[config.mk]
export PLATFORM = sky130hd
export DESIGN_NAME = psfl_sequencer
export DESIGN_NICKNAME = d
export VERILOG_FILES = /design/src/hw/psfl_pkg.sv /design/src/hw/psfl_sequencer.sv
export VERILOG_INCLUDE_DIRS = /design/src /design/src/hw
export SDC_FILE = /design/constraint.sdc
export NUM_CORES = 1
export LEC_CHECK = 0
export BUFFER_PORTS_ARGS = -buffer_cell sky130_fd_sc_hd__buf_2
export CAP_MARGIN = 10
export CELL_PAD_IN_SITES_DETAIL_PLACEMENT = 2
export CELL_PAD_IN_SITES_GLOBAL_PLACEMENT = 2
export CORE_MARGIN = 10
export CORE_UTILIZATION = 38
export DETAILED_ROUTE_END_ITERATION = 6
export PLACE_DENSITY_LB_ADDON = 0.08
export SYNTH_ARGS = -nofsm -noshare
export SYNTH_HDL_FRONTEND = slang
export SYNTH_SLANG_ARGS = --single-unit
export TNS_END_PERCENT = 1
[constraint.sdc]
create_clock -name clk -period 2.8 [get_ports clk]
set_input_delay 0.56 -clock clk [delete_from_list [all_inputs] [get_ports clk]]
set_output_delay 0.56 -clock clk [all_outputs]
set_load 0.02 [all_outputs]
[src/hw/psfl_defs.svh]
// Timing and threshold constants for the power sequencing fault logic
`ifndef PSFL_DEFS_SVH
`define PSFL_DEFS_SVH
`define PSFL_CLK_MHZ        50
`define PSFL_FAULT_LIMIT    2'h3
`define PSFL_CNT_W          2
`define PSFL_SS_W           12
`define PSFL_SS_ZERO        12'h000
`define PSFL_SS_STEP_1V     12'h2D5
`define PSFL_SS_UP_4V       12'hB5F
`define PSFL_SS_FULL_4V5    12'hCC3
`define PSFL_SS_VALLEY      12'h38D
`define PSFL_SS_LOW_0V8     12'h244
`define PSFL_RAMP_DIV_US    1
`define PSFL_RAMP_DIV       (`PSFL_RAMP_DIV_US * `PSFL_CLK_MHZ)
`endif

[src/hw/psfl_pkg.sv]
// Types for the power sequencing fault logic
package psfl_pkg;
  typedef enum logic [2:0] {
    PSFL_OFF     = 3'h0,
    PSFL_BUS_RMP = 3'h1,
    PSFL_CORE_RMP= 3'h3,
    PSFL_RUN     = 3'h2,
    PSFL_RETRY   = 3'h6,
    PSFL_LATCHED = 3'h7
  } psfl_state_t;

  typedef struct packed {
    logic bias_ok;
    logic five_ok;
    logic aux_ok;
    logic bias_above_4v;
  } psfl_supply_t;

  typedef struct packed {
    logic core_ov;
    logic core_ov_1v3;
    logic core_in_window;
    logic bus_uv;
    logic bus_above_1v08;
    logic bus_pg90;
    logic agp_uv;
    logic chipset_uv;
  } psfl_sense_t;

  typedef struct packed {
    logic core_oc;
    logic bus_oc;
    logic core_hi_drive;
    logic bus_hi_drive;
    logic core_first_pulse;
  } psfl_switch_t;
endpackage : psfl_pkg

[src/hw/psfl_sequencer.sv]
// Power sequencing and fault supervision for four regulated outputs
// Summary of operation
// - no soft-start until bias, 5V and 3.3V monitors all good, then start automatically
// - chipset linear control runs independent of power-on reset, kept near 3.3V rail
// - bus soft-start steps to about 1V then ramps to about 4.5V
// - core soft-start held at zero until bus output passes 90% good level
// - core switcher gives no pulse until core soft-start reaches 1.25V valley
// - bus good goes high on first core pulse if bus output stays above 1.08V
// - system good only when every output is within its limits
// - core soft-start clamps AGP reference, bus soft-start clamps chipset reference
// - core overvoltage disables outputs one to three and latches off
// - unblanked chipset undervoltage latches off at once, no retry
// - overcurrent or AGP undervoltage counts, shuts outputs, restarts via soft-start
// - either counter at three consecutive events sets the fault latch
// - counters clear on successful start-up; all clears only when bias goes away
// - each soft-start node has a charged flag above 4.0V
// - linear undervoltage ignored until its soft-start charged flag is true
// - unblanked AGP undervoltage sets overcurrent latch, chipset sets fault latch
// - on overcurrent inhibit outputs, slow-discharge bus node, fast-discharge core node
// - recurrence during retry lets node pass 4.0V before discharging, counts
// - bus node below 0.8V after overcurrent clears latch and restarts outputs
// - overcurrent accepted only while its upper switch drive is active
// - bias below reset but above 4V: core lower switch on if sense over 1.3V
// - bus good low while bus undervoltage or core soft-start below 1.25V
// - external pull of bus node below 0.8V forces reset and shutdown
`timescale 1ns/1ps
`include "psfl_defs.svh"
module psfl_sequencer #(
  parameter int RAMP_DIV = `PSFL_RAMP_DIV
) (
  input  wire logic                  clk,           // 50 MHz oscillator clock
  input  wire logic                  nrst,          // Async reset, active low
  input  wire psfl_pkg::psfl_supply_t supply_in,    // Supply monitor comparators
  input  wire psfl_pkg::psfl_sense_t  sense_in,     // Output sense comparators
  input  wire psfl_pkg::psfl_switch_t switch_in,    // Overcurrent and drive status
  input  wire logic                  bus_node_low,  // Bus soft-start node under 0.8V
  output logic                       core_en,       // Core switcher enable
  output logic                       bus_en,        // Bus switcher enable
  output logic                       agp_en,        // AGP linear enable
  output logic                       chipset_en,    // Chipset linear enable
  output logic                       core_lower_on, // Force core lower switch on
  output logic                       bus_ss_fast,   // Fast step of bus soft-start node
  output logic                       bus_ss_dis,    // Bus node 28uA discharge
  output logic                       core_ss_dis,   // Core node rapid discharge
  output logic [`PSFL_SS_W-1:0]      bus_ss_level,  // Bus node level, chipset ref clamp
  output logic [`PSFL_SS_W-1:0]      core_ss_level, // Core node level, AGP ref clamp
  output logic                       bus_supply_good_out,    // Bus power good
  output logic                       system_supply_good_out, // System power good
  output logic                       fault_latched  // Latch-off status
);
  localparam int SYNC_W = $bits(psfl_pkg::psfl_supply_t) + $bits(psfl_pkg::psfl_sense_t)
                          + $bits(psfl_pkg::psfl_switch_t) + 1;

  logic [SYNC_W-1:0]        sync1_r;
  logic [SYNC_W-1:0]        sync2_r;
  psfl_pkg::psfl_supply_t   sup;
  psfl_pkg::psfl_sense_t    sns;
  psfl_pkg::psfl_switch_t   sw;
  logic                     node_low;
  psfl_pkg::psfl_state_t    state_r;
  logic [`PSFL_SS_W-1:0]    bus_ss_r;
  logic [`PSFL_SS_W-1:0]    core_ss_r;
  logic [15:0]              div_r;
  logic                     tick;
  logic [`PSFL_CNT_W-1:0]   core_cnt_r;
  logic [`PSFL_CNT_W-1:0]   bus_cnt_r;
  logic                     oc_latch_r;
  logic                     fault_r;
  logic                     oc_pend_r;
  logic                     bus_up;
  logic                     core_up;
  logic                     por_ok;
  logic                     core_oc_q;
  logic                     bus_oc_q;
  logic                     agp_uv_q;
  logic                     chip_uv_q;
  logic                     oc_event;
  logic                     vtt_good_r;

  // Two flops on every analog comparator result
  always_ff @(posedge clk or negedge nrst) begin
    if (!nrst) begin
      sync1_r <= '0;
      sync2_r <= '0;
    end else begin
      sync1_r <= {supply_in, sense_in, switch_in, bus_node_low};
      sync2_r <= sync1_r;
    end
  end
  assign {sup, sns, sw, node_low} = sync2_r;

  // Ramp rate enable; one tick per divider period
  always_ff @(posedge clk or negedge nrst) begin
    if (!nrst) begin
      div_r <= '0;
    end else if (div_r == 16'(RAMP_DIV - 1)) begin
      div_r <= '0;
    end else begin
      div_r <= div_r + 16'h0001;
    end
  end
  assign tick = (div_r == 16'(RAMP_DIV - 1));

  assign por_ok   = sup.bias_ok && sup.five_ok && sup.aux_ok && !node_low;
  assign bus_up   = (bus_ss_r > `PSFL_SS_UP_4V);
  assign core_up  = (core_ss_r > `PSFL_SS_UP_4V);
  assign core_oc_q = sw.core_oc && sw.core_hi_drive;
  assign bus_oc_q  = sw.bus_oc && sw.bus_hi_drive;
  assign agp_uv_q  = sns.agp_uv && core_up;
  assign chip_uv_q = sns.chipset_uv && bus_up;
  assign oc_event  = core_oc_q || bus_oc_q || agp_uv_q;

  // Sequencer
  always_ff @(posedge clk or negedge nrst) begin
    if (!nrst) begin
      state_r <= psfl_pkg::PSFL_OFF;
    end else if (!sup.bias_ok) begin
      state_r <= psfl_pkg::PSFL_OFF;
    end else begin
      case (state_r)
        psfl_pkg::PSFL_OFF: begin
          if (fault_r) state_r <= psfl_pkg::PSFL_LATCHED;
          else if (por_ok) state_r <= psfl_pkg::PSFL_BUS_RMP;
        end
        psfl_pkg::PSFL_BUS_RMP, psfl_pkg::PSFL_CORE_RMP, psfl_pkg::PSFL_RUN: begin
          if (fault_r) state_r <= psfl_pkg::PSFL_LATCHED;
          else if (!por_ok) state_r <= psfl_pkg::PSFL_OFF;
          else if (oc_latch_r) state_r <= psfl_pkg::PSFL_RETRY;
          else if (state_r == psfl_pkg::PSFL_BUS_RMP && sns.bus_pg90) state_r <= psfl_pkg::PSFL_CORE_RMP;
          else if (state_r == psfl_pkg::PSFL_CORE_RMP && bus_up && core_up) state_r <= psfl_pkg::PSFL_RUN;
        end
        psfl_pkg::PSFL_RETRY: begin
          if (fault_r) state_r <= psfl_pkg::PSFL_LATCHED;
          else if (!oc_latch_r) state_r <= psfl_pkg::PSFL_OFF;
        end
        psfl_pkg::PSFL_LATCHED: state_r <= psfl_pkg::PSFL_LATCHED;
        default: state_r <= psfl_pkg::PSFL_OFF;
      endcase
    end
  end

  // Bus soft-start node model: fast step, slow ramp, slow discharge
  always_ff @(posedge clk or negedge nrst) begin
    if (!nrst) begin
      bus_ss_r <= `PSFL_SS_ZERO;
    end else if (state_r == psfl_pkg::PSFL_OFF || state_r == psfl_pkg::PSFL_LATCHED) begin
      bus_ss_r <= `PSFL_SS_ZERO;
    end else if (state_r == psfl_pkg::PSFL_RETRY) begin
      // Recurring trip keeps ramping to the charged level first
      if (oc_pend_r && !bus_up && tick) bus_ss_r <= bus_ss_r + 12'h001;
      else if (!oc_pend_r && tick && bus_ss_r != `PSFL_SS_ZERO) bus_ss_r <= bus_ss_r - 12'h001;
    end else if (bus_ss_r < `PSFL_SS_STEP_1V) begin
      bus_ss_r <= `PSFL_SS_STEP_1V;
    end else if (tick && bus_ss_r < `PSFL_SS_FULL_4V5) begin
      bus_ss_r <= bus_ss_r + 12'h001;
    end
  end

  // Core soft-start node model
  always_ff @(posedge clk or negedge nrst) begin
    if (!nrst) begin
      core_ss_r <= `PSFL_SS_ZERO;
    end else if (state_r == psfl_pkg::PSFL_CORE_RMP || state_r == psfl_pkg::PSFL_RUN) begin
      if (tick && core_ss_r < `PSFL_SS_FULL_4V5) core_ss_r <= core_ss_r + 12'h001;
    end else begin
      core_ss_r <= `PSFL_SS_ZERO;
    end
  end

  // Overcurrent latch: pend marks a recurring trip whose bus node must reach the charged level before discharge
  always_ff @(posedge clk or negedge nrst) begin
    if (!nrst) begin
      oc_latch_r <= 1'b0;
      oc_pend_r  <= 1'b0;
    end else if (!sup.bias_ok) begin
      oc_latch_r <= 1'b0;
      oc_pend_r  <= 1'b0;
    // Only the first edge of a trip is taken; a held comparator must not re-arm pend
    end else if (oc_event && !oc_latch_r && state_r != psfl_pkg::PSFL_RETRY && state_r != psfl_pkg::PSFL_OFF) begin
      oc_latch_r <= 1'b1;
      oc_pend_r  <= !bus_up && (core_cnt_r != '0 || bus_cnt_r != '0);
    end else if (state_r == psfl_pkg::PSFL_RETRY) begin
      if (oc_pend_r && bus_up) oc_pend_r <= 1'b0;
      else if (!oc_pend_r && bus_ss_r < `PSFL_SS_LOW_0V8) oc_latch_r <= 1'b0;
    end
  end

  // Consecutive fault counters
  always_ff @(posedge clk or negedge nrst) begin
    if (!nrst) begin
      core_cnt_r <= '0;
      bus_cnt_r  <= '0;
    end else if (!sup.bias_ok) begin
      core_cnt_r <= '0;
      bus_cnt_r  <= '0;
    end else if (oc_event && !oc_latch_r && state_r != psfl_pkg::PSFL_OFF
                 && state_r != psfl_pkg::PSFL_RETRY) begin
      if (core_oc_q && core_cnt_r != `PSFL_FAULT_LIMIT) core_cnt_r <= core_cnt_r + 2'h1;
      if ((bus_oc_q || agp_uv_q) && bus_cnt_r != `PSFL_FAULT_LIMIT) bus_cnt_r <= bus_cnt_r + 2'h1;
    end else if (state_r == psfl_pkg::PSFL_RUN && !oc_latch_r) begin
      // A trip seen in run counts first; the clear waits for a clean run
      core_cnt_r <= '0;
      bus_cnt_r  <= '0;
    end
  end

  // Fault latch, cleared only when bias goes away
  always_ff @(posedge clk or negedge nrst) begin
    if (!nrst) begin
      fault_r <= 1'b0;
    end else if (!sup.bias_ok) begin
      fault_r <= 1'b0;
    end else if ((sns.core_ov && state_r != psfl_pkg::PSFL_OFF) || chip_uv_q
                 || core_cnt_r == `PSFL_FAULT_LIMIT || bus_cnt_r == `PSFL_FAULT_LIMIT) begin
      fault_r <= 1'b1;
    end
  end

  // Bus power good: set by first core pulse, dropped by undervoltage
  always_ff @(posedge clk or negedge nrst) begin
    if (!nrst) begin
      vtt_good_r <= 1'b0;
    end else if (sns.bus_uv || !sns.bus_above_1v08 || core_ss_r < `PSFL_SS_VALLEY
                 || state_r == psfl_pkg::PSFL_OFF || state_r == psfl_pkg::PSFL_RETRY) begin
      vtt_good_r <= 1'b0;
    end else if (sw.core_first_pulse) begin
      vtt_good_r <= 1'b1;
    end
  end

  // Registered outputs
  always_ff @(posedge clk or negedge nrst) begin
    if (!nrst) begin
      core_en       <= 1'b0;
      bus_en        <= 1'b0;
      agp_en        <= 1'b0;
      bus_ss_fast   <= 1'b0;
      bus_ss_dis    <= 1'b0;
      core_ss_dis   <= 1'b0;
      bus_ss_level  <= `PSFL_SS_ZERO;
      core_ss_level <= `PSFL_SS_ZERO;
      fault_latched <= 1'b0;
    end else begin
      bus_en        <= state_r == psfl_pkg::PSFL_BUS_RMP || state_r == psfl_pkg::PSFL_CORE_RMP
                       || state_r == psfl_pkg::PSFL_RUN;
      core_en       <= (state_r == psfl_pkg::PSFL_CORE_RMP || state_r == psfl_pkg::PSFL_RUN)
                       && core_ss_r >= `PSFL_SS_VALLEY;
      agp_en        <= state_r == psfl_pkg::PSFL_CORE_RMP || state_r == psfl_pkg::PSFL_RUN;
      bus_ss_fast   <= state_r == psfl_pkg::PSFL_BUS_RMP && bus_ss_r < `PSFL_SS_STEP_1V;
      bus_ss_dis    <= state_r == psfl_pkg::PSFL_RETRY && !oc_pend_r;
      core_ss_dis   <= !(state_r == psfl_pkg::PSFL_CORE_RMP || state_r == psfl_pkg::PSFL_RUN);
      bus_ss_level  <= bus_ss_r;
      core_ss_level <= core_ss_r;
      fault_latched <= fault_r;
    end
  end

  // Chipset linear runs from reset on, independent of supply qualification
  always_ff @(posedge clk or negedge nrst) begin
    if (!nrst) begin
      chipset_en <= 1'b0;
    end else begin
      chipset_en <= 1'b1;
    end
  end

  // Early overvoltage clamp before bias qualifies
  always_ff @(posedge clk or negedge nrst) begin
    if (!nrst) begin
      core_lower_on <= 1'b0;
    end else begin
      core_lower_on <= (!sup.bias_ok && sup.bias_above_4v && sns.core_ov_1v3)
                       || (sns.core_ov && state_r != psfl_pkg::PSFL_OFF);
    end
  end

  // Power good outputs
  always_ff @(posedge clk or negedge nrst) begin
    if (!nrst) begin
      bus_supply_good_out    <= 1'b0;
      system_supply_good_out <= 1'b0;
    end else begin
      bus_supply_good_out    <= vtt_good_r;
      system_supply_good_out <= state_r == psfl_pkg::PSFL_RUN && vtt_good_r && sns.core_in_window
                                && !sns.agp_uv && !sns.chipset_uv;
    end
  end

  chk_ov_latch: assert property (@(posedge clk) disable iff (!nrst)
    sns.core_ov && sup.bias_ok && state_r != psfl_pkg::PSFL_OFF |=> ##1 fault_latched)
    else $error("overvoltage did not latch off");
  chk_chip_uv: assert property (@(posedge clk) disable iff (!nrst)
    chip_uv_q && sup.bias_ok |=> fault_r)
    else $error("chipset undervoltage did not latch");
  chk_core_hold: assert property (@(posedge clk) disable iff (!nrst)
    state_r == psfl_pkg::PSFL_BUS_RMP |-> core_ss_r == `PSFL_SS_ZERO)
    else $error("core node moved before bus good");
  chk_core_valley: assert property (@(posedge clk) disable iff (!nrst)
    core_en |-> $past(core_ss_r) >= `PSFL_SS_VALLEY)
    else $error("core enabled below valley");
  chk_sys_good: assert property (@(posedge clk) disable iff (!nrst)
    system_supply_good_out |-> $past(state_r) == psfl_pkg::PSFL_RUN)
    else $error("system good outside run");
  chk_cnt_limit: assert property (@(posedge clk) disable iff (!nrst)
    (bus_cnt_r == `PSFL_FAULT_LIMIT || core_cnt_r == `PSFL_FAULT_LIMIT) && sup.bias_ok |=> fault_r)
    else $error("three faults did not latch");
  chk_no_start: assert property (@(posedge clk) disable iff (!nrst)
    state_r == psfl_pkg::PSFL_OFF && !por_ok |=> state_r != psfl_pkg::PSFL_BUS_RMP)
    else $error("start without supplies");
  chk_oc_shut: assert property (@(posedge clk) disable iff (!nrst)
    state_r == psfl_pkg::PSFL_RETRY |=> !bus_en && !core_en)
    else $error("outputs on during retry");
  chk_bus_pg_low: assert property (@(posedge clk) disable iff (!nrst)
    sns.bus_uv |=> ##1 !bus_supply_good_out)
    else $error("bus good high under undervoltage");
  // Counting, blanking, bus good, lower clamp, bus step and retry checks
  chk_fault_count: assert property (@(posedge clk) disable iff (!nrst)
    !oc_latch_r && sup.bias_ok && (bus_oc_q || agp_uv_q) && bus_cnt_r != `PSFL_FAULT_LIMIT
    && (state_r == psfl_pkg::PSFL_BUS_RMP || state_r == psfl_pkg::PSFL_CORE_RMP || state_r == psfl_pkg::PSFL_RUN)
    |=> bus_cnt_r == $past(bus_cnt_r) + 2'h1)
    else $error("bus fault not counted");
  chk_uv_blank: assert property (@(posedge clk) disable iff (!nrst)
    sns.chipset_uv && !bus_up && !sns.core_ov && !fault_r
    && core_cnt_r != `PSFL_FAULT_LIMIT && bus_cnt_r != `PSFL_FAULT_LIMIT |=> !fault_r)
    else $error("chipset sag not blanked");
  chk_vtt_set: assert property (@(posedge clk) disable iff (!nrst)
    sw.core_first_pulse && !sns.bus_uv && sns.bus_above_1v08 && core_ss_r >= `PSFL_SS_VALLEY
    && state_r != psfl_pkg::PSFL_OFF && state_r != psfl_pkg::PSFL_RETRY |=> ##1 bus_supply_good_out)
    else $error("bus good not set by core pulse");
  chk_lower_clamp: assert property (@(posedge clk) disable iff (!nrst)
    !sup.bias_ok && sup.bias_above_4v && sns.core_ov_1v3 |=> core_lower_on)
    else $error("core lower switch not forced");
  chk_bus_step: assert property (@(posedge clk) disable iff (!nrst)
    state_r == psfl_pkg::PSFL_BUS_RMP && bus_ss_r < `PSFL_SS_STEP_1V |=> bus_ss_r == `PSFL_SS_STEP_1V)
    else $error("bus node not stepped");
  chk_recur_ramp: assert property (@(posedge clk) disable iff (!nrst)
    state_r == psfl_pkg::PSFL_RETRY && oc_pend_r |=> bus_ss_r >= $past(bus_ss_r))
    else $error("bus node fell before charged");
  chk_latch_clear: assert property (@(posedge clk) disable iff (!nrst)
    state_r == psfl_pkg::PSFL_RETRY && !oc_pend_r && bus_ss_r < `PSFL_SS_LOW_0V8 |=> !oc_latch_r)
    else $error("overcurrent latch not cleared");
  cov_recur: cover property (@(posedge clk) disable iff (!nrst) state_r == psfl_pkg::PSFL_RETRY && oc_pend_r);
  cov_ov_latch: cover property (@(posedge clk) disable iff (!nrst) fault_r && sns.core_ov);
  cov_run: cover property (@(posedge clk) disable iff (!nrst) state_r == psfl_pkg::PSFL_RUN);
  cov_retry: cover property (@(posedge clk) disable iff (!nrst)
    state_r == psfl_pkg::PSFL_RETRY ##1 state_r == psfl_pkg::PSFL_OFF);
  cov_latch: cover property (@(posedge clk) disable iff (!nrst) state_r == psfl_pkg::PSFL_LATCHED);
endmodule : psfl_sequencer

==> flow_metrics.tcl <==
set metrics [dict create \
    slew_headroom_pct 62.9 \
    power.total_mw 5.48 \
    start_util_pct 39.3 \
    area.growth.synth_to_final_pct 21.4 \
    dr.pass1.iters 6 \
    gp_congestion 0.835 \
    std_cell_rows 42 \
    viasPerCell 5.46 \
    ir_drop_mv 0.415 \
    hold_viol_final 0 \
    clock_skew_ns 0.00686 \
    cts_tree "built" \
    fp.coreArea_mm2 0.0134 \
    status "finished clean" \
    crit_family "simple AND/OR/NAND/NOR gates" \
    tns_ns 0 \
    setup.worst_path.end_class "register" \
    ios 55 \
    syn-num-nets 515 \
    antenna_found_initial 0 \
    path_cells "nor4_1 > and4_1 > nand3_1 > mux2i_1 > nor3_1 > a311oi_1 > o21ai_1" \
    wl_met1_um 7030 \
    rsz0062_at_grt "no" \
    synthMuxAreaShare_pct 1.45 \
    netlist_instances 483 \
    finalCritPeriodShare_pct 92.9 \
    die_area_mm2 0.0190 \
    synth_xor_area_share_pct 4.32 \
    clock_latency_ns 0.43 \
    clk_pin_slew_ns 0.06 \
    final_nets 591 \
    synth_area_per_cell_um2 10.9 \
    start_kind "register" \
    die_width_um 138 \
    ys_types 71 \
    highest_layer "met4" \
    ff2ff_setup_slack_ns 0.20 \
    synth_simple_gate_area_share_pct 17.0 \
    grt_overflow 0 \
    ys_seq_area_share_pct 57.9 \
    hold_path.class "input pin to async pin" \
    final_cell_mix "dfrtp_1 (121), buf_2 (53), nor2_1 (47), nand2_1 (32), a21oi_1 (26)" \
    max_freq_mhz 385 \
    final_antenna_net_count 0 \
    yosysTopAreaCell "dfrtp_1" \
    slowest_stage "nor4_1" \
    first_iter_violations 299 \
    grt_pass1_wl_um 26000 \
    grt_max_degree 57 \
    async_flop_share_pct 100 \
    tightest_slew_ns 0.552 \
    drt_wl_total_um 15900 \
    slowest_delay_ns 0.51 \
    drc 0 \
    vias 4081 \
    cts_sinks 122 \
    crit_buf_inv 0 \
    synthAdderAreaFrac_pct 2.85 \
    port_buffers 54 \
    grtUsageTotal_pct 18.0 \
    crit_type "register to register" \
    mostFrequentLayoutCell "dfrtp_1" \
    drive_above_1_share_pct 21.7 \
    ys_ff_latch 122 \
    synth_area_mm2 0.00527 \
    p_leak_nw 3.00 \
    drv_cap 0 \
    met3_length_um 894 \
    synth_edf_count 0 \
    dp_hpwl_um 11100 \
    synth_top_family_by_area "simple AND/OR/NAND/NOR gates" \
    numCtsBuffers 17 \
    ys_warn_count 0 \
    cp.arrival_ns 2.88 \
    critPathRequiredTime_ns 3.08 \
    cts_root_buffer "clkbuf_16" \
    cp_max_fo 5 \
    setup_violations 0 \
    h-tree-depth 4 \
    dieHeight_um 138 \
    synthTopCellsByArea "dfrtp_1 (58%), nor2_1 (3.3%), ha_1 (2.8%), xnor2_1 (2.7%), a21oi_1 (2.5%)" \
    synth_compound_area_share_pct 13.0 \
    clock_path_buffers 2 \
    diodes 0 \
    power_density_mw_per_mm2 856 \
    synth_top_flop_cell "dfrtp_1" \
    final_core_util_pct 47.7 \
    postCtsHoldBufs 0 \
    drv_slew 0 \
    period_needed_ns 2.60 \
    yosysTopAreaCellShare_pct 57.9 \
    dr_wl_met2_um 7780 \
    wl_per_cell_um 21.3 \
    first_global_vias 4524 \
]
## worst reg2reg max path, delay by kind of cell, from the launching register on
kind | cells | cell delay [ns]
muxes | 1 | 0.30
DFF | 1 | 0.42
AOI/OAI and AO/OA | 2 | 0.47
and+or+nand+nor | 4 | 1.26
## flip-flops by register name (all words and copies together), names as in the netlist, 2 cells and up
signal	flops
core_ss_r	12
state_r	3
core_cnt_r	2
bus_cnt_r	2
bus_ss_r	12
div_r	16
sync2_r	18
sync1_r	18
bus_ss_level	12
core_ss_level	12
## path summary, 6_finish.rpt
kind                                             end  cells past startpoint             startpoint
max                          bus_ss_r[5]$_DFFE_PN0P_                      7     div_r[6]$_DFF_PN0_
min                        core_ss_r[10]$_DFFE_PN0P_                      1                   nrst
max reg2reg                  bus_ss_r[5]$_DFFE_PN0P_                      7     div_r[6]$_DFF_PN0_
min reg2reg                    sync2_r[17]$_DFF_PN0_                      0  sync1_r[17]$_DFF_PN0_
max in group asynchronous      sync2_r[14]$_DFF_PN0_                      2                   nrst
min in group clk               sync1_r[10]$_DFF_PN0_                      1            sense_in[4]
## power by group
part / switching, mW / internal, mW
sequential: 0.194 / 1.95
clock: 0.842 / 1.22
combinational: 0.803 / 0.472
## metal layers
layer  vias up  track usage [%]
li1       1874                -
met1      2091             22.9
met2        97             29.0
met3        19             5.39
met4         0             5.10
met5         -                0
## cell usage after synthesis, types with 3 or more instances
library cell and number:
a31oi_1 7, nand4_1 12, dfrtp_1 122, nor4_1 6, nor3_1 16, nor2b_1 4
and3_1 10, buf_2 4, nand3_1 24, inv_1 21, xnor2_1 16, and4_1 3
ha_1 12, clkbuf_1 10, a21o_1 4, xor2_1 10, o31ai_1 6, a21oi_1 26
buf_6 3, nand2_1 32, o21ai_0 18, nor2_1 47, mux2_2 5, a211o_1 4
## layout make-up
type	instances	area (µm²)
Fill cell	1402	7000
Sequential cell	122	3050
Multi-Input combinational cell	321	2040
Timing Repair Buffer	76	450
Clock buffer	18	429
Tap cell	176	220
Clock inverter	13	123
Inverter	21	78.8
## timing repair
| item | CTS | global route |
|---|---|---|
| setup endpoints to repair | 0 | 5 |
| hold endpoints to repair | 0 | 0 |
| setup buffers | 0 | 0 |
| gates resized for setup | 0 | 4 |
## cell families (layout without fill, tap and decap cells)
logic type | count (synthesis) | after routing
adders and majority gates | 12 | 12
DFF | 122 | 122
other | 1 | 1
AOI/OAI and AO/OA | 99 | 99
buffers and inverters | 40 | 128
and+or+nand+nor | 176 | 176
xor gates and xnor gates | 26 | 26
muxes | 7 | 7
## metrics by stage
stage	area [µm²]	cells	setup WS, ns	hold WS, ns
finish	6400	747	0.200	0.0804
global route	6400	747	0.00417	0.107
CTS	6390	747	0.133	0.0845
detailed placement	5840	716	0.232	0.336
global placement	5840	716	0.345	0.333
floorplan	5270	483	0.388	0.264
No activity file was read; power rests on OpenSTA's default activity.
